`src/shared/flash_host_pkg.sv`:
```
package flash_host_pkg;
  // ----------------------------------------------------------------
  // register map (byte addresses of 32-bit words)
  // ----------------------------------------------------------------
  localparam logic [7:0] OFS_CMD = 8'h00;
  localparam logic [7:0] OFS_ADDR = 8'h04;
  localparam logic [7:0] OFS_WDATA = 8'h08;
  localparam logic [7:0] OFS_RDATA = 8'h0C;
  localparam logic [7:0] OFS_STATUS = 8'h10;
  localparam logic [7:0] OFS_CFG = 8'h14;
  // status bit positions
  localparam int ST_BUSY = 0;
  localparam int ST_DONE = 1;
  localparam int ST_FAIL = 2;
  localparam int ST_REFUSED = 3;
  localparam int ST_READY_PIN = 4;
  localparam int ST_ERASE_PEND = 5;
  localparam int ST_SUSPENDED = 6;
  localparam int CFG_BYTE_MODE = 0;
  // ----------------------------------------------------------------
  // host command codes written to the command register
  // ----------------------------------------------------------------
  typedef enum logic [3:0] {
    OP_READ = 4'h0,
    OP_RESET = 4'h1,
    OP_IDENT = 4'h2,
    OP_PROGRAM = 4'h3,
    OP_CHIP_ERASE = 4'h4,
    OP_SECTOR_ERASE = 4'h5,
    OP_SUSPEND = 4'h6,
    OP_RESUME = 4'h7,
    OP_POLL = 4'h8
  } op_type;
  // ----------------------------------------------------------------
  // flash command bytes and unlock addresses
  // ----------------------------------------------------------------
  localparam logic [7:0] FC_UNLOCK1 = 8'hAA;
  localparam logic [7:0] FC_UNLOCK2 = 8'h55;
  localparam logic [7:0] FC_PROGRAM = 8'hA0;
  localparam logic [7:0] FC_ERASE_SETUP = 8'h80;
  localparam logic [7:0] FC_CHIP = 8'h10;
  localparam logic [7:0] FC_SECTOR = 8'h30;
  localparam logic [7:0] FC_IDENT = 8'h90;
  localparam logic [7:0] FC_RESET = 8'hF0;
  localparam logic [7:0] FC_SUSPEND = 8'hB0;
  localparam logic [7:0] FC_RESUME = 8'h30;
  localparam logic [16:0] UA1_WORD = 17'h00555;
  localparam logic [16:0] UA2_WORD = 17'h002AA;
  localparam logic [16:0] UA1_BYTE = 17'h00AAA;
  localparam logic [16:0] UA2_BYTE = 17'h00555;
  // ----------------------------------------------------------------
  // timing
  // ----------------------------------------------------------------
  localparam int CLK_NS = 25;
  localparam int T_WP_NS = 50;
  localparam int T_ACC_NS = 70;
  localparam int T_GAP_NS = 20;
  localparam int SYNC_CYC = 3;
  localparam int WP_CYC = (T_WP_NS + CLK_NS - 1) / CLK_NS;
  localparam int RD_CYC = (T_ACC_NS + CLK_NS - 1) / CLK_NS + SYNC_CYC;
  localparam int GAP_CYC = ((T_GAP_NS + CLK_NS - 1) / CLK_NS) < 1 ? 1 :
                           (T_GAP_NS + CLK_NS - 1) / CLK_NS;
endpackage
```
`src/rtl/flash_host.sv`:
```
`timescale 1ns/1ps
module flash_host #(
  parameter int ADDR_W = 17
) (
  input wire logic CLK,
  input wire logic RST_N,
  input wire logic PSEL,
  input wire logic PENABLE,
  input wire logic PWRITE,
  input wire logic [7:0] PADDR,
  input wire logic [31:0] PWDATA,
  output logic [31:0] PRDATA,
  output logic PREADY,
  output logic PSLVERR,
  output logic [ADDR_W-1:0] FL_ADDR,
  output logic FL_CE_N,
  output logic FL_WE_N,
  output logic FL_OE_N,
  output logic [15:0] FL_DQ_O,
  output logic FL_DQ_OE,
  input wire logic [15:0] FL_DQ_I,
  input wire logic FL_READY_BUSY_I
);
  initial
  begin
    if (ADDR_W != 17) $error("ADDR_W must be 17");
  end

  typedef enum logic [2:0] {
    S_IDLE = 3'b000,
    S_SETUP = 3'b001,
    S_STRB = 3'b011,
    S_GAP = 3'b010
  } bus_type;

  // ----------------------------------------------------------------
  // command sequence tables
  // ----------------------------------------------------------------
  // number of write cycles for each operation
  function automatic logic [2:0] n_writes(input logic [3:0] op);
    unique case (op)
      flash_host_pkg::OP_PROGRAM: n_writes = 3'h4;
      flash_host_pkg::OP_IDENT: n_writes = 3'h3;
      flash_host_pkg::OP_CHIP_ERASE, flash_host_pkg::OP_SECTOR_ERASE: n_writes = 3'h6;
      flash_host_pkg::OP_RESET, flash_host_pkg::OP_SUSPEND,
      flash_host_pkg::OP_RESUME: n_writes = 3'h1;
      default: n_writes = 3'h0;
    endcase
  endfunction

  // address and low data byte of write step i
  function automatic logic [24:0] step(input logic [3:0] op, input logic [2:0] i,
                                       input logic bm, input logic [16:0] a,
                                       input logic [7:0] d);
    logic [16:0] u1;
    logic [16:0] u2;
    u1 = bm ? flash_host_pkg::UA1_BYTE : flash_host_pkg::UA1_WORD;
    u2 = bm ? flash_host_pkg::UA2_BYTE : flash_host_pkg::UA2_WORD;
    step = {u1, flash_host_pkg::FC_UNLOCK1};
    unique case (op)
      flash_host_pkg::OP_RESET: step = {17'h00000, flash_host_pkg::FC_RESET};
      flash_host_pkg::OP_SUSPEND: step = {17'h00000, flash_host_pkg::FC_SUSPEND};
      flash_host_pkg::OP_RESUME: step = {17'h00000, flash_host_pkg::FC_RESUME};
      default:
      begin
        if (i == 3'h1 || i == 3'h4) step = {u2, flash_host_pkg::FC_UNLOCK2};
        else if (i == 3'h2 && op == flash_host_pkg::OP_PROGRAM)
          step = {u1, flash_host_pkg::FC_PROGRAM};
        else if (i == 3'h2 && op == flash_host_pkg::OP_IDENT)
          step = {u1, flash_host_pkg::FC_IDENT};
        else if (i == 3'h2) step = {u1, flash_host_pkg::FC_ERASE_SETUP};
        else if (i == 3'h3 && op == flash_host_pkg::OP_PROGRAM) step = {a, d};
        else if (i == 3'h5 && op == flash_host_pkg::OP_CHIP_ERASE)
          step = {u1, flash_host_pkg::FC_CHIP};
        else if (i == 3'h5) step = {a[16:12], 12'h000, flash_host_pkg::FC_SECTOR};
      end
    endcase
  endfunction

  // ----------------------------------------------------------------
  // register file and APB slave
  // ----------------------------------------------------------------
  logic [3:0] op_reg;
  logic [16:0] addr_reg;
  logic [15:0] wdata_reg;
  logic [15:0] rdata_reg;
  logic byte_mode_reg;
  logic done_reg;
  logic fail_reg;
  logic refused_reg;
  logic erase_pend_reg;
  logic susp_reg;
  logic prog_poll_reg;
  logic busy;
  logic ready_pin;
  logic wr_en;
  logic go;
  logic accept;
  logic set_done;
  logic set_fail;
  logic [3:0] cmd_in;
  logic [31:0] status_word;

  assign PREADY = 1'b1;
  assign wr_en = PSEL && PENABLE && PWRITE;
  assign cmd_in = PWDATA[3:0];
  assign go = wr_en && PADDR == flash_host_pkg::OFS_CMD;
  // ignore commands while busy, suspend/resume only in the right state
  always_comb
  begin
    accept = !busy && cmd_in <= flash_host_pkg::OP_POLL;
    if (!ready_pin && !susp_reg && cmd_in != flash_host_pkg::OP_POLL
        && cmd_in != flash_host_pkg::OP_SUSPEND)
      accept = 1'b0;
    if (cmd_in == flash_host_pkg::OP_SUSPEND && (!erase_pend_reg || susp_reg))
      accept = 1'b0;
    if (cmd_in == flash_host_pkg::OP_RESUME && !susp_reg)
      accept = 1'b0;
  end

  assign status_word = {25'h0000000, susp_reg, erase_pend_reg, ready_pin, refused_reg,
                        fail_reg, done_reg, busy};
  // read mux with error on unmapped word
  always_comb
  begin
    PRDATA = 32'h00000000;
    PSLVERR = 1'b0;
    unique case (PADDR)
      flash_host_pkg::OFS_CMD: PRDATA = {28'h0000000, op_reg};
      flash_host_pkg::OFS_ADDR: PRDATA = {15'h0000, addr_reg};
      flash_host_pkg::OFS_WDATA: PRDATA = {16'h0000, wdata_reg};
      flash_host_pkg::OFS_RDATA: PRDATA = {16'h0000, rdata_reg};
      flash_host_pkg::OFS_STATUS: PRDATA = status_word;
      flash_host_pkg::OFS_CFG: PRDATA = {31'h00000000, byte_mode_reg};
      default: PSLVERR = PSEL && PENABLE;
    endcase
  end

  // plain configuration registers
  always_ff @(posedge CLK or negedge RST_N)
  begin
    if (!RST_N)
    begin
      addr_reg <= 17'h00000;
      wdata_reg <= 16'h0000;
      byte_mode_reg <= 1'b0;
      op_reg <= 4'h0;
    end
    else
    begin
      if (wr_en && PADDR == flash_host_pkg::OFS_ADDR) addr_reg <= PWDATA[16:0];
      if (wr_en && PADDR == flash_host_pkg::OFS_WDATA) wdata_reg <= PWDATA[15:0];
      if (wr_en && PADDR == flash_host_pkg::OFS_CFG)
        byte_mode_reg <= PWDATA[flash_host_pkg::CFG_BYTE_MODE];
      if (go && accept) op_reg <= cmd_in;
      // a failed poll turns the operation into the reset write
      if (set_fail) op_reg <= flash_host_pkg::OP_RESET;
    end
  end

  // sticky flags, write one to clear, set wins
  always_ff @(posedge CLK or negedge RST_N)
  begin
    if (!RST_N)
    begin
      done_reg <= 1'b0;
      fail_reg <= 1'b0;
      refused_reg <= 1'b0;
    end
    else
    begin
      if (wr_en && PADDR == flash_host_pkg::OFS_STATUS)
      begin
        if (PWDATA[flash_host_pkg::ST_DONE]) done_reg <= 1'b0;
        if (PWDATA[flash_host_pkg::ST_FAIL]) fail_reg <= 1'b0;
        if (PWDATA[flash_host_pkg::ST_REFUSED]) refused_reg <= 1'b0;
      end
      if (set_done) done_reg <= 1'b1;
      if (set_fail) fail_reg <= 1'b1;
      if (go && !accept) refused_reg <= 1'b1;
    end
  end

  // ----------------------------------------------------------------
  // pin input synchronisers
  // ----------------------------------------------------------------
  logic [16:0] s1_reg;
  logic [16:0] s2_reg;
  logic [16:0] s3_reg;
  logic [16:0] flt_reg;
  always_ff @(posedge CLK or negedge RST_N)
  begin
    if (!RST_N)
    begin
      s1_reg <= 17'h10000;
      s2_reg <= 17'h10000;
      s3_reg <= 17'h10000;
      flt_reg <= 17'h10000;
    end
    else
    begin
      s1_reg <= {FL_READY_BUSY_I, FL_DQ_I};
      s2_reg <= s1_reg;
      s3_reg <= s2_reg;
      for (int b = 0; b < 17; b++)
        if (s2_reg[b] == s3_reg[b]) flt_reg[b] <= s3_reg[b];
    end
  end
  assign ready_pin = flt_reg[16];

  // ----------------------------------------------------------------
  // bus cycle sequencer
  // ----------------------------------------------------------------
  bus_type state_reg;
  logic [2:0] idx_reg;
  logic [2:0] nw_reg;
  logic [3:0] cnt_reg;
  logic is_rd_reg;
  logic rd_pend_reg;
  logic poll_reg;
  logic rechk_reg;
  logic final_reg;
  logic exp7_reg;
  logic [24:0] cur;
  logic [7:0] rd;
  logic [3:0] strb_len;

  assign busy = state_reg != S_IDLE;
  assign cur = step(op_reg, idx_reg, byte_mode_reg, addr_reg, wdata_reg[7:0]);
  assign rd = flt_reg[7:0];
  assign strb_len = is_rd_reg ? 4'(flash_host_pkg::RD_CYC) : 4'(flash_host_pkg::WP_CYC);

  always_ff @(posedge CLK or negedge RST_N)
  begin
    if (!RST_N)
    begin
      state_reg <= S_IDLE;
      idx_reg <= 3'h0;
      nw_reg <= 3'h0;
      cnt_reg <= 4'h0;
      is_rd_reg <= 1'b0;
      rd_pend_reg <= 1'b0;
      poll_reg <= 1'b0;
      rechk_reg <= 1'b0;
      final_reg <= 1'b0;
      exp7_reg <= 1'b0;
      rdata_reg <= 16'h0000;
      FL_CE_N <= 1'b1;
      FL_WE_N <= 1'b1;
      FL_OE_N <= 1'b1;
      FL_DQ_OE <= 1'b0;
      FL_DQ_O <= 16'h0000;
      FL_ADDR <= 17'h00000;
    end
    else
    begin
      unique case (state_reg)
        S_IDLE:
        if (go && accept)
        begin
          nw_reg <= n_writes(cmd_in);
          idx_reg <= 3'h0;
          is_rd_reg <= n_writes(cmd_in) == 3'h0;
          // identify ends in one read; a read needs no writes
          rd_pend_reg <= cmd_in == flash_host_pkg::OP_IDENT;
          poll_reg <= cmd_in == flash_host_pkg::OP_POLL;
          rechk_reg <= 1'b0;
          final_reg <= 1'b0;
          exp7_reg <= prog_poll_reg ? wdata_reg[7] : 1'b1;
          state_reg <= S_SETUP;
        end
        S_SETUP:
        begin
          // address and data settle before the strobe falls
          FL_CE_N <= 1'b0;
          FL_ADDR <= is_rd_reg ? addr_reg : cur[24:8];
          FL_DQ_OE <= !is_rd_reg;
          FL_DQ_O <= (op_reg == flash_host_pkg::OP_PROGRAM && idx_reg == 3'h3
                      && !byte_mode_reg) ? wdata_reg : {8'h00, cur[7:0]};
          cnt_reg <= 4'h0;
          state_reg <= S_STRB;
        end
        S_STRB:
        begin
          FL_WE_N <= is_rd_reg;
          FL_OE_N <= !is_rd_reg;
          cnt_reg <= cnt_reg + 4'h1;
          if (cnt_reg == strb_len)
          begin
            // strobe rises with address and data still held
            FL_WE_N <= 1'b1;
            FL_OE_N <= 1'b1;
            if (is_rd_reg) rdata_reg <= flt_reg[15:0];
            cnt_reg <= 4'h0;
            state_reg <= S_GAP;
          end
        end
        S_GAP:
        begin
          FL_CE_N <= 1'b1;
          FL_DQ_OE <= 1'b0;
          cnt_reg <= cnt_reg + 4'h1;
          if (cnt_reg + 4'h1 >= 4'(flash_host_pkg::GAP_CYC))
          begin
            state_reg <= S_SETUP;
            if (!is_rd_reg && idx_reg + 3'h1 < nw_reg)
              idx_reg <= idx_reg + 3'h1;
            else if (!is_rd_reg && (rd_pend_reg || poll_reg))
              is_rd_reg <= 1'b1;
            else if (!is_rd_reg || !poll_reg || final_reg)
              state_reg <= S_IDLE;
            else if (rd[7] == exp7_reg)
              final_reg <= 1'b1;
            else if (rd[5] && !rechk_reg)
              rechk_reg <= 1'b1;
            else if (rechk_reg)
            begin
              // still not done after timeout: write the reset command
              nw_reg <= 3'h1;
              idx_reg <= 3'h0;
              is_rd_reg <= 1'b0;
              poll_reg <= 1'b0;
            end
          end
        end
        default: state_reg <= S_IDLE;
      endcase
    end
  end

  assign set_done = state_reg == S_GAP && cnt_reg + 4'h1 >= 4'(flash_host_pkg::GAP_CYC)
                    && is_rd_reg && (!poll_reg || final_reg);
  assign set_fail = state_reg == S_GAP && cnt_reg + 4'h1 >= 4'(flash_host_pkg::GAP_CYC)
                    && is_rd_reg && poll_reg && !final_reg && rechk_reg
                    && rd[7] != exp7_reg;

  // erase and suspend tracking for command gating
  always_ff @(posedge CLK or negedge RST_N)
  begin
    if (!RST_N)
    begin
      erase_pend_reg <= 1'b0;
      susp_reg <= 1'b0;
      prog_poll_reg <= 1'b0;
    end
    else if (go && accept)
    begin
      unique case (cmd_in)
        flash_host_pkg::OP_SECTOR_ERASE: erase_pend_reg <= 1'b1;
        flash_host_pkg::OP_SUSPEND: susp_reg <= 1'b1;
        flash_host_pkg::OP_RESUME: susp_reg <= 1'b0;
        flash_host_pkg::OP_RESET:
        begin
          erase_pend_reg <= susp_reg;
        end
        default:
        begin
        end
      endcase
      if (cmd_in == flash_host_pkg::OP_PROGRAM) prog_poll_reg <= 1'b1;
      if (cmd_in == flash_host_pkg::OP_CHIP_ERASE || cmd_in == flash_host_pkg::OP_SECTOR_ERASE)
        prog_poll_reg <= 1'b0;
      // a resumed erase is polled for erase completion again
      if (cmd_in == flash_host_pkg::OP_RESUME) prog_poll_reg <= 1'b0;
    end
    else if ((set_done && poll_reg && !susp_reg) || set_fail)
      erase_pend_reg <= 1'b0;
  end
endmodule

```
`config.mk`:
```
export PLATFORM = sky130hd
export DESIGN_NAME = flash_host
export DESIGN_NICKNAME = d
export VERILOG_FILES = /design/src/shared/flash_host_pkg.sv /design/src/rtl/flash_host.sv
export SDC_FILE = /design/constraint.sdc
export NUM_CORES = 1
export LEC_CHECK = 0
export BUFFER_PORTS_ARGS = -buffer_cell sky130_fd_sc_hd__buf_2
export CORE_MARGIN = 10
export CORE_UTILIZATION = 49
export DETAILED_ROUTE_END_ITERATION = 8
export PLACE_DENSITY = 0.82
export SLEW_MARGIN = 20
export SYNTH_ARGS = -nofsm -noshare
export SYNTH_HDL_FRONTEND = slang
export SYNTH_SLANG_ARGS = --single-unit
```
`constraint.sdc`:
```
create_clock -name CLK -period 3.1 [get_ports CLK]
set_input_delay 0.62 -clock CLK [delete_from_list [all_inputs] [get_ports CLK]]
set_output_delay 0.62 -clock CLK [all_outputs]
set_load 0.1 [all_outputs]
```
# Word-level counts from Yosys, hierarchy flattened
# Cells that the tools add are included.
op_classes:
  n_addsub: 2
  mul: 0
  div: 0
  n_lt_le_gt_ge: 3
  eq_ne: 70
  shift: 0
  mux: 98
  n_bitwise: 0
  n_reduce_logical: 84
ops:
  columns: ["cell", "count"]
  rows:
  - ["2-to-1 mux 25 bit", 7]
  - ["case mux 17 bit (6 select lines)", 1]
  - ["case mux 25 bit (3 select lines)", 1]
  - ["2-to-1 mux 3 bit", 21]
  - ["2-to-1 mux 1 bit", 48]
  - ["logical AND 1 bit", 32]
  - ["== test 4 x 3 -> 1 bit (second input constant)", 7]
  - ["inequality test 3 bit (second input constant)", 9]
  - ["case mux 3 bit (4 select lines)", 2]
  - ["AND reduction 8 bit", 3]
  - ["inequality test 2 bit (second input constant)", 11]
  - ["nonzero test 2 bit", 11]
  - ["== test 1 bit", 18]
  - ["2-to-1 mux 17 bit", 1]
  - ["== test 4 x 2 -> 1 bit (second input constant)", 4]
  - ["== test 8 x 4 -> 1 bit (second input constant)", 2]
  - ["== test 8 x 5 -> 1 bit (second input constant)", 2]
  - ["2-to-1 mux 16 bit", 1]
  - ["case mux 1 bit (2 select lines)", 8]
  - ["AND reduction 2 bit", 7]
  - ["== test 3 x 2 -> 1 bit (second input constant)", 4]
  - ["2-to-1 mux 12 bit", 1]
  - ["2-to-1 mux 4 bit", 3]
  - ["case mux 3 bit (2 select lines)", 2]
  - ["28 further kinds", 51]
word_totals:
  regBits: 184
  latch_bits: 0
  mem_bits_rw: 0
  mem_bits_ro: 0
  in_bits: 62
  output_inout_bits: 71
  wordCells: 304
  memories: 0

# Logic depth before layout (Yosys ltp)
# Gate-level depths: netlist of the first run.
depth:
  word_depth: 13
  ltp_mapped: 10
  mapped_depth_nobuf: 9

# Worst setup path before layout of the first run
# OpenSTA, ideal clock, no wires.
synth_timing:
  path_type: "input to output"
  startpoint: "input PADDR[5]"
  endpoint: "output PRDATA[2]"
  arrival_time_ns: 2.496
  t_required_ns: 2.480
  setup_slack_ns: -0.016
  stages: 6
  cell_sequence: "nor4_2 nand2_1 nor4_4 clkbuf_1 a22oi_1 nand2_1"
synth_between:
  elab_chain_cells: 2
  word_cells_on_any_way: 7
synth_rtl:
  columns: ["item", "line_no", "text"]
  rows:
  - ["start: declaration", "flash_host.sv:10", "input wire logic [7:0] PADDR,"]
  - ["== test 8 x 5 -> 1 bit, or another cell as far along", "flash_host.sv:128", "unique case (PADDR)"]
  - ["case mux 17 bit (6 select lines) *", "flash_host.sv:128", null]
  - ["end: declaration", "flash_host.sv:12", "output logic [31:0] PRDATA,"]
# Mark *: on every way between the ends. The rest lies on a longest branch, timed or not.

# Worst setup path in the final report of the first run
layout_timing:
  startpoint: "input PADDR[5]"
  endpoint: "output PRDATA[5]"
# The elaborated chain is that of the path after synthesis.

==> impl_metrics.tcl, run 1 <==
set metrics [dict create \
    die_y_um 146.4 \
    p_comb_share_pct 33.1 \
    cts_resized 0 \
    worstSetupStartpointType "input pin" \
    track_usage_pct 17.70 \
    crit_top_cell "nand2_1" \
    die_x_um 146.4 \
    path_cells "buf_2, nor4_2, nand2_1, nor4_4, buf_4, a222oi_1, nand2_1, buf_12" \
    dr.pass1.iters 6 \
    synth.most_common_cell "dfrtp_1" \
    synth_cell_types 68 \
    cts_tree "built" \
    hold_class "in -> async" \
    cts-root-buf "clkbuf_16" \
    skew_ns 0.01351 \
    hpwl_mm 13.55 \
    internal-power_mw 4.469 \
    gp_congestion 0.9023 \
    ant_nets 0 \
    cpPeakStageDelay_ns 0.37 \
    nets 828 \
    syn_inst 647 \
    routed_wl_mm 18.77 \
    fin_hold_ws_ns 0.1434 \
    drive_gt1_share_pct 30.50 \
    met2_usage_pct 27.57 \
    cts_sinks 183 \
    yosysSeqAreaShare_pct 58.65 \
    final_max_slew_viol_count 0 \
    drv_cap 0 \
    grt_max_degree 63 \
    status "finished, final reports clean" \
    powerDensity_mw_per_mm2 805.1 \
    fin_tns_setup_ns 0 \
    rrSetupSlack_ns 0.63 \
    syn_area_mm2 0.007823 \
    cts_max_level 4 \
    cts_setup_buffers 0 \
    fmax_ghz 0.3476 \
    synth_edf_count 0 \
    grt_overflow 0 \
    worst_pin_slew_ns 0.7115 \
    slew_headroom_pct 52.51 \
    leakage_nw 4.415 \
    netSwitchingPower_mw 3.150 \
    route.detailed.drc 0 \
    arrival_ns 2.26 \
    ys.warnings.count 0 \
    gr-max-usage-layer "met2" \
    wl_per_cell_um 19.15 \
    synth-seq-cells 183 \
    placed_cell_area_mm2 0.008842 \
    reg2reg_from "idx_reg[0]" \
    crit_required_ns 2.48 \
    numCtsBuffers 17 \
    yosysTopAreaCell "dfrtp_1" \
    seqPwrFrac_pct 37.8 \
    grtUsageMet3_pct 5.315 \
    slowest_stage "nor4_2" \
    routed-via-count 5496 \
    synth.area.top_cells "dfrtp_1 (56%), mux2_2 (7.9%), nand2_1 (3.1%)" \
    setup_viol_count_final 0 \
    final_area_mm2 0.009464 \
    finalCriticalPeriod_ns 2.877 \
    p_sw_share_pct 41.34 \
    clk_pin_slew_ns 0.07 \
    yosysTopAreaCellShare_pct 56.30 \
    period_share_pct 92.81 \
    crit_type "in -> out" \
    crit_start "PADDR[5]" \
    final_hold_viol_count 0 \
    cts_buffer_depth 2 \
    clk_latency_ns 0.44 \
    crit_path_end_kind "output pin" \
    fp.dieArea_mm2 0.02142 \
    synth_common_cells "dfrtp_1 (176), nand2_1 (64), mux2_2 (55)" \
    synthFlopType "dfrtp_1" \
    port_buffers 101 \
    reg2reg_to "idx_reg[0]" \
    rows 46 \
    async_reset_ff_share_pct 100.0 \
    drt_iter0_drc 561 \
    use_met1_pct 22.80 \
    syn_area_per_cell_um2 12.09 \
    cp_max_fo 17 \
    ir_worst_vdd_mv 0.7372 \
    boundaryPins 133 \
    reg2reg_depth 8 \
    core_area_mm2 0.01577 \
    cts_hold_buffers 0 \
    crit_end "PRDATA[5]" \
    syn2layout_area_growth_pct 20.99 \
    antenna_found_initial 1 \
    n_antenna_cell 0 \
    start_util_pct 49.60 \
    rsz0062_at_grt "false" \
    grt_pass1_wl_mm 30.92 \
    p_clk_share_pct 29.1 \
    post_drt_via_cell_ratio 5.608 \
    grt_pass1_vias 5752 \
]
-- cell type report --
cell class | count | area [µm²]
repair buffers | 116 | 904.6
flip-flops and latches | 183 | 4588
fillers | 1228 | 6306
clock inverters | 14 | 182.7
multi-input cells | 411 | 2997
inverters | 22 | 82.58
clock buffers | 18 | 439.2
well taps | 216 | 270.3
-- cells in the final DEF, fill, tap and decap left out, types with 3 or more instances in the layout --
cell type,n
inv_1,22
dfrtp_1,176
inv_8,4
a221o_1,11
mux2i_1,7
dfstp_2,7
nand3_1,10
nand2b_1,4
nand3b_1,6
a31oi_1,5
o31ai_1,5
conb_1,16
nor3b_1,5
nor2b_1,6
nand2_2,10
o2bb2ai_1,13
clkinv_8,4
mux2_2,55
clkbuf_16,17
a22o_1,4
or4b_1,3
o21ai_0,17
xnor2_1,3
a21o_1,6
nor2_1,31
a21oi_1,25
buf_4,13
ha_1,15
nand2_1,56
a22oi_1,11
a222oi_1,9
maj3_1,17
nor3_1,13
buf_2,83
buf_12,19
-- cell families after synthesis --
logic type | share of synthesized area, %
and+or+nand+nor | 10.60
DFF | 58.65
xor gates and xnor gates | 0.3360
adders and majority gates | 4.574
other | 0.09601
muxes | 8.813
buffers and inverters | 4.047
AOI/OAI and AO/OA | 12.88
-- metrics by stage --
stage	worst slack [ns]	total power [mW]	util, %	cells
4_1_cts	0.2194	7.654	60.01	980
2_1_floorplan	0.03140	4.887	-	661
6_report	0.2229	7.620	60.01	980
3_5_place_dp	0.2066	5.455	56.07	948
5_1_grt	0.1061	7.952	60.01	980
3_3_place_gp	0.2341	5.397	56.07	948
-- critical path, delay by kind of cell --
kind | cells | cell delay, ns
and+or+nand+nor | 4 | 0.87
AOI/OAI and AO/OA | 1 | 0.15
buffers and inverters | 3 | 0.59
-- layer usage --
metal | routed length [µm] | vias up | share of wire (%)
met4 | 388 | 0 | 2.1
met3 | 1435 | 26 | 7.6
met5 | 0 | - | 0
met2 | 8952 | 222 | 48
met1 | 7989 | 2730 | 43
li1 | - | 2518 | -
-- worst min-delay path by stage --
stage / to / cells after the start
3_5_place_dp: s2_reg[0] / 0
2_1_floorplan: FL_ADDR[0] / 0
5_1_grt: FL_DQ_O[9] / 1
6_report: FL_DQ_O[9] / 1
3_3_place_gp: s2_reg[11] / 0
4_1_cts: FL_DQ_O[9] / 1
-- power groups by stage --
stage          logic (mW)  registers [mW]  clock network, mW
2_1_floorplan        1.02            3.87                  0
3_3_place_gp         2.49            2.91                  0
3_5_place_dp         2.53            2.92                  0
4_1_cts              2.54            2.88               2.24
5_1_grt              2.68            2.92               2.35
6_report             2.52            2.88               2.21
(Power assumes the default switching activity.)
==> run 2, diff against run 1 <==
--- a/config.mk
+++ b/config.mk
@@ -5,6 +5,7 @@
 export SDC_FILE = /design/constraint.sdc
 export NUM_CORES = 1
 export LEC_CHECK = 0
+export ABC_AREA = 1
 export BUFFER_PORTS_ARGS = -buffer_cell sky130_fd_sc_hd__buf_2
 export CORE_MARGIN = 10
 export CORE_UTILIZATION = 49
==> run 2 against run 1 <==
Critical endpoint is now PRDATA[10]. Critical path depth did not move. Clock skew fell by 0.0068 ns. Sequential cell count unchanged. Clock power is 4% lower. Critical path type unchanged. Die area increased by 5.1%. First-iteration DRC count up 27%. Largest power group is now combinational logic. Sequential power rose by 4%. Register-to-register slack improved by 0.21 ns.
==> impl_metrics.tcl, run 2 <==
set metrics [dict create \
    crit_path_end_kind "output pin" \
    synth-seq-cells 183 \
    hold_class "in -> async" \
    final_max_slew_viol_count 0 \
    ys.warnings.count 0 \
    drive_gt1_share_pct 20.02 \
    cts_tree "built" \
    ant_nets 0 \
    boundaryPins 133 \
    n_antenna_cell 0 \
    p_clk_share_pct 25.5 \
    num-fill-cells 1378 \
    syn_area_mm2 0.008285 \
    syn_inst 905 \
    yosysSeqAreaShare_pct 55.38 \
    crit_type "in -> out" \
    rsz0062_at_grt "false" \
    post_drt_via_cell_ratio 5.336 \
    grt_pass1_vias 6503 \
    met2_usage_pct 28.63 \
    synthFlopType "dfrtp_1" \
    numCtsBuffers 17 \
    core_area_mm2 0.01658 \
    seqPwrFrac_pct 36.1 \
    skew_ns 0.006713 \
    finalWorstSetupSlack_ns 0.2911 \
    track_usage_pct 18.48 \
    syn2layout_area_growth_pct 18.48 \
    async_reset_ff_share_pct 100.0 \
    die_y_um 150.0 \
    final_common_cell "nand2_1" \
    syn_area_per_cell_um2 9.155 \
    routed-via-count 6611 \
    p_comb_share_pct 38.4 \
    worstSetupStartpointType "input pin" \
    yosysTopAreaCellShare_pct 53.16 \
    drv_cap 0 \
    grt_max_degree 70 \
    drt_iter0_drc 713 \
    final_hold_viol_count 0 \
    period_share_pct 90.61 \
    hpwl_mm 15.02 \
    antenna_found_initial 1 \
    gp_congestion 0.9250 \
    dp.cells 1207 \
    grtUsageMet3_pct 3.955 \
    fin_cells 1239 \
    grt_overflow 0 \
    clk_latency_ns 0.43 \
    route.detailed.drc 0 \
    p_sw_share_pct 45.42 \
    cts_hold_buffers 0 \
    cp_max_fo 11 \
    powerDensity_mw_per_mm2 847.1 \
    dr.pass1.iters 5 \
    yosysTopAreaCell "dfrtp_1" \
    port_buffers 101 \
    netSwitchingPower_mw 3.777 \
    worst_pin_slew_ns 0.6002 \
    cts_sinks 183 \
    cts_max_level 4 \
    ir_worst_vdd_mv 0.7469 \
    rrSetupSlack_ns 0.84 \
    synth_common_cells "nand2_1 (226), dfrtp_1 (176), inv_1 (89)" \
    cts_buffer_depth 2 \
    synth.most_common_cell "nand2_1" \
    synth.area.top_cells "dfrtp_1 (53%), nand2_1 (10%), inv_1 (4.0%)" \
    leakage_nw 4.723 \
    synth_edf_count 0 \
    internal-power_mw 4.539 \
    start_util_pct 49.96 \
    rows 47 \
    clk_pin_slew_ns 0.06 \
    synth_cell_types 52 \
    gr-max-usage-layer "met2" \
    grt_pass1_wl_mm 33.38 \
    nets 1083 \
    arrival_ns 2.19 \
    finalCriticalPeriod_ns 2.809 \
    pre_cts_slack_ns 0.3005 \
    regArea_mm2 0.004588 \
    slew_headroom_pct 59.84 \
    fp.dieArea_mm2 0.02251 \
    setup_viol_count_final 0 \
    cts_setup_buffers 0 \
    crit_required_ns 2.48 \
    cts_resized 0 \
    layout_common_cells "nand2_1 (226), dfrtp_1 (176), inv_1 (89), buf_2 (84), o21ai_0 (60)" \
    die_x_um 150.0 \
    use_met1_pct 24.85 \
    wl_per_cell_um 16.38 \
    cts-root-buf "clkbuf_16" \
    fmax_ghz 0.3560 \
    routed_wl_mm 20.30 \
    multiInputGateArea_mm2 0.003109 \
    status "finished, final reports clean" \
]
==> run 2: worst paths after layout <==
path | startpoint | to | depth (start not counted)
min in group CLK | FL_DQ_I[15] | s1_reg[15] | 1
hold reg to reg | s1_reg[5] | s2_reg[5] | 0
setup / recovery | PADDR[1] | PRDATA[10] | 8
hold / removal | RST_N | s1_reg[5] | 1
setup reg to reg | idx_reg[0] | nw_reg[1] | 11
max in group asynchronous | RST_N | flt_reg[8] | 2
==> run 2: cell type report <==
cell class	instances	share of cell area, %
clock buffer	17	4.333
clock inverter	15	1.848
inverter	104	4.002
multi-input combinational	590	31.67
sequential	183	46.74
tap	220	2.804
timing repair buffer	110	8.603
==> run 2: routing by layer <==
metal | share of wire, % | up-vias
met4 | 2.4 | 2
li1 | - | 3137
met2 | 47 | 276
met3 | 7.5 | 35
met1 | 43 | 3161
met5 | 0.064 | -
==> run 2: stage by stage <==
stage	hold slack, ns	util (%)	setup TNS, ns	instance area, µm²	total power, mW
2_1_floorplan	0.3244	-	-3.023	8353	5.551
3_3_place_gp	0.3318	55.54	0	9210	6.144
3_5_place_dp	0.3347	55.54	0	9210	6.215
4_1_cts	0.1828	59.20	0	9817	8.353
5_1_grt	0.1972	59.20	0	9817	8.761
6_report	0.1635	59.20	0	9817	8.316
==> run 2: cell families (layout without fill, tap and decap cells) <==
family          Yosys count  count (layout)  synth area share [%]
xor+xnor                  2               2                0.2115
fa+ha+maj                32              32                 4.319
buf+inv                 146             246                 7.913
flops                   183             183                 55.38
simple gates            364             364                 19.87
other cells               2              16               0.09064
compound gates          175             175                 12.08
mux                       1               1                0.1359
==> run 2: worst max-delay path, cell delays in order <==
cell      delay, ns
buf_2          0.11
nor2_4         0.16
nand2_1        0.11
inv_1          0.12
nand3_1        0.20
buf_4          0.24
o221ai_1       0.38
buf_12         0.23
==> run 2: power groups by stage <==
stage	logic (mW)	clock network, mW	registers (mW)
2_1_floorplan	1.38	0	4.17
5_1_grt	3.44	2.27	3.04
3_5_place_dp	3.17	0	3.04
4_1_cts	3.20	2.15	3.00
3_3_place_gp	3.13	0	3.01
6_report	3.19	2.12	3.00
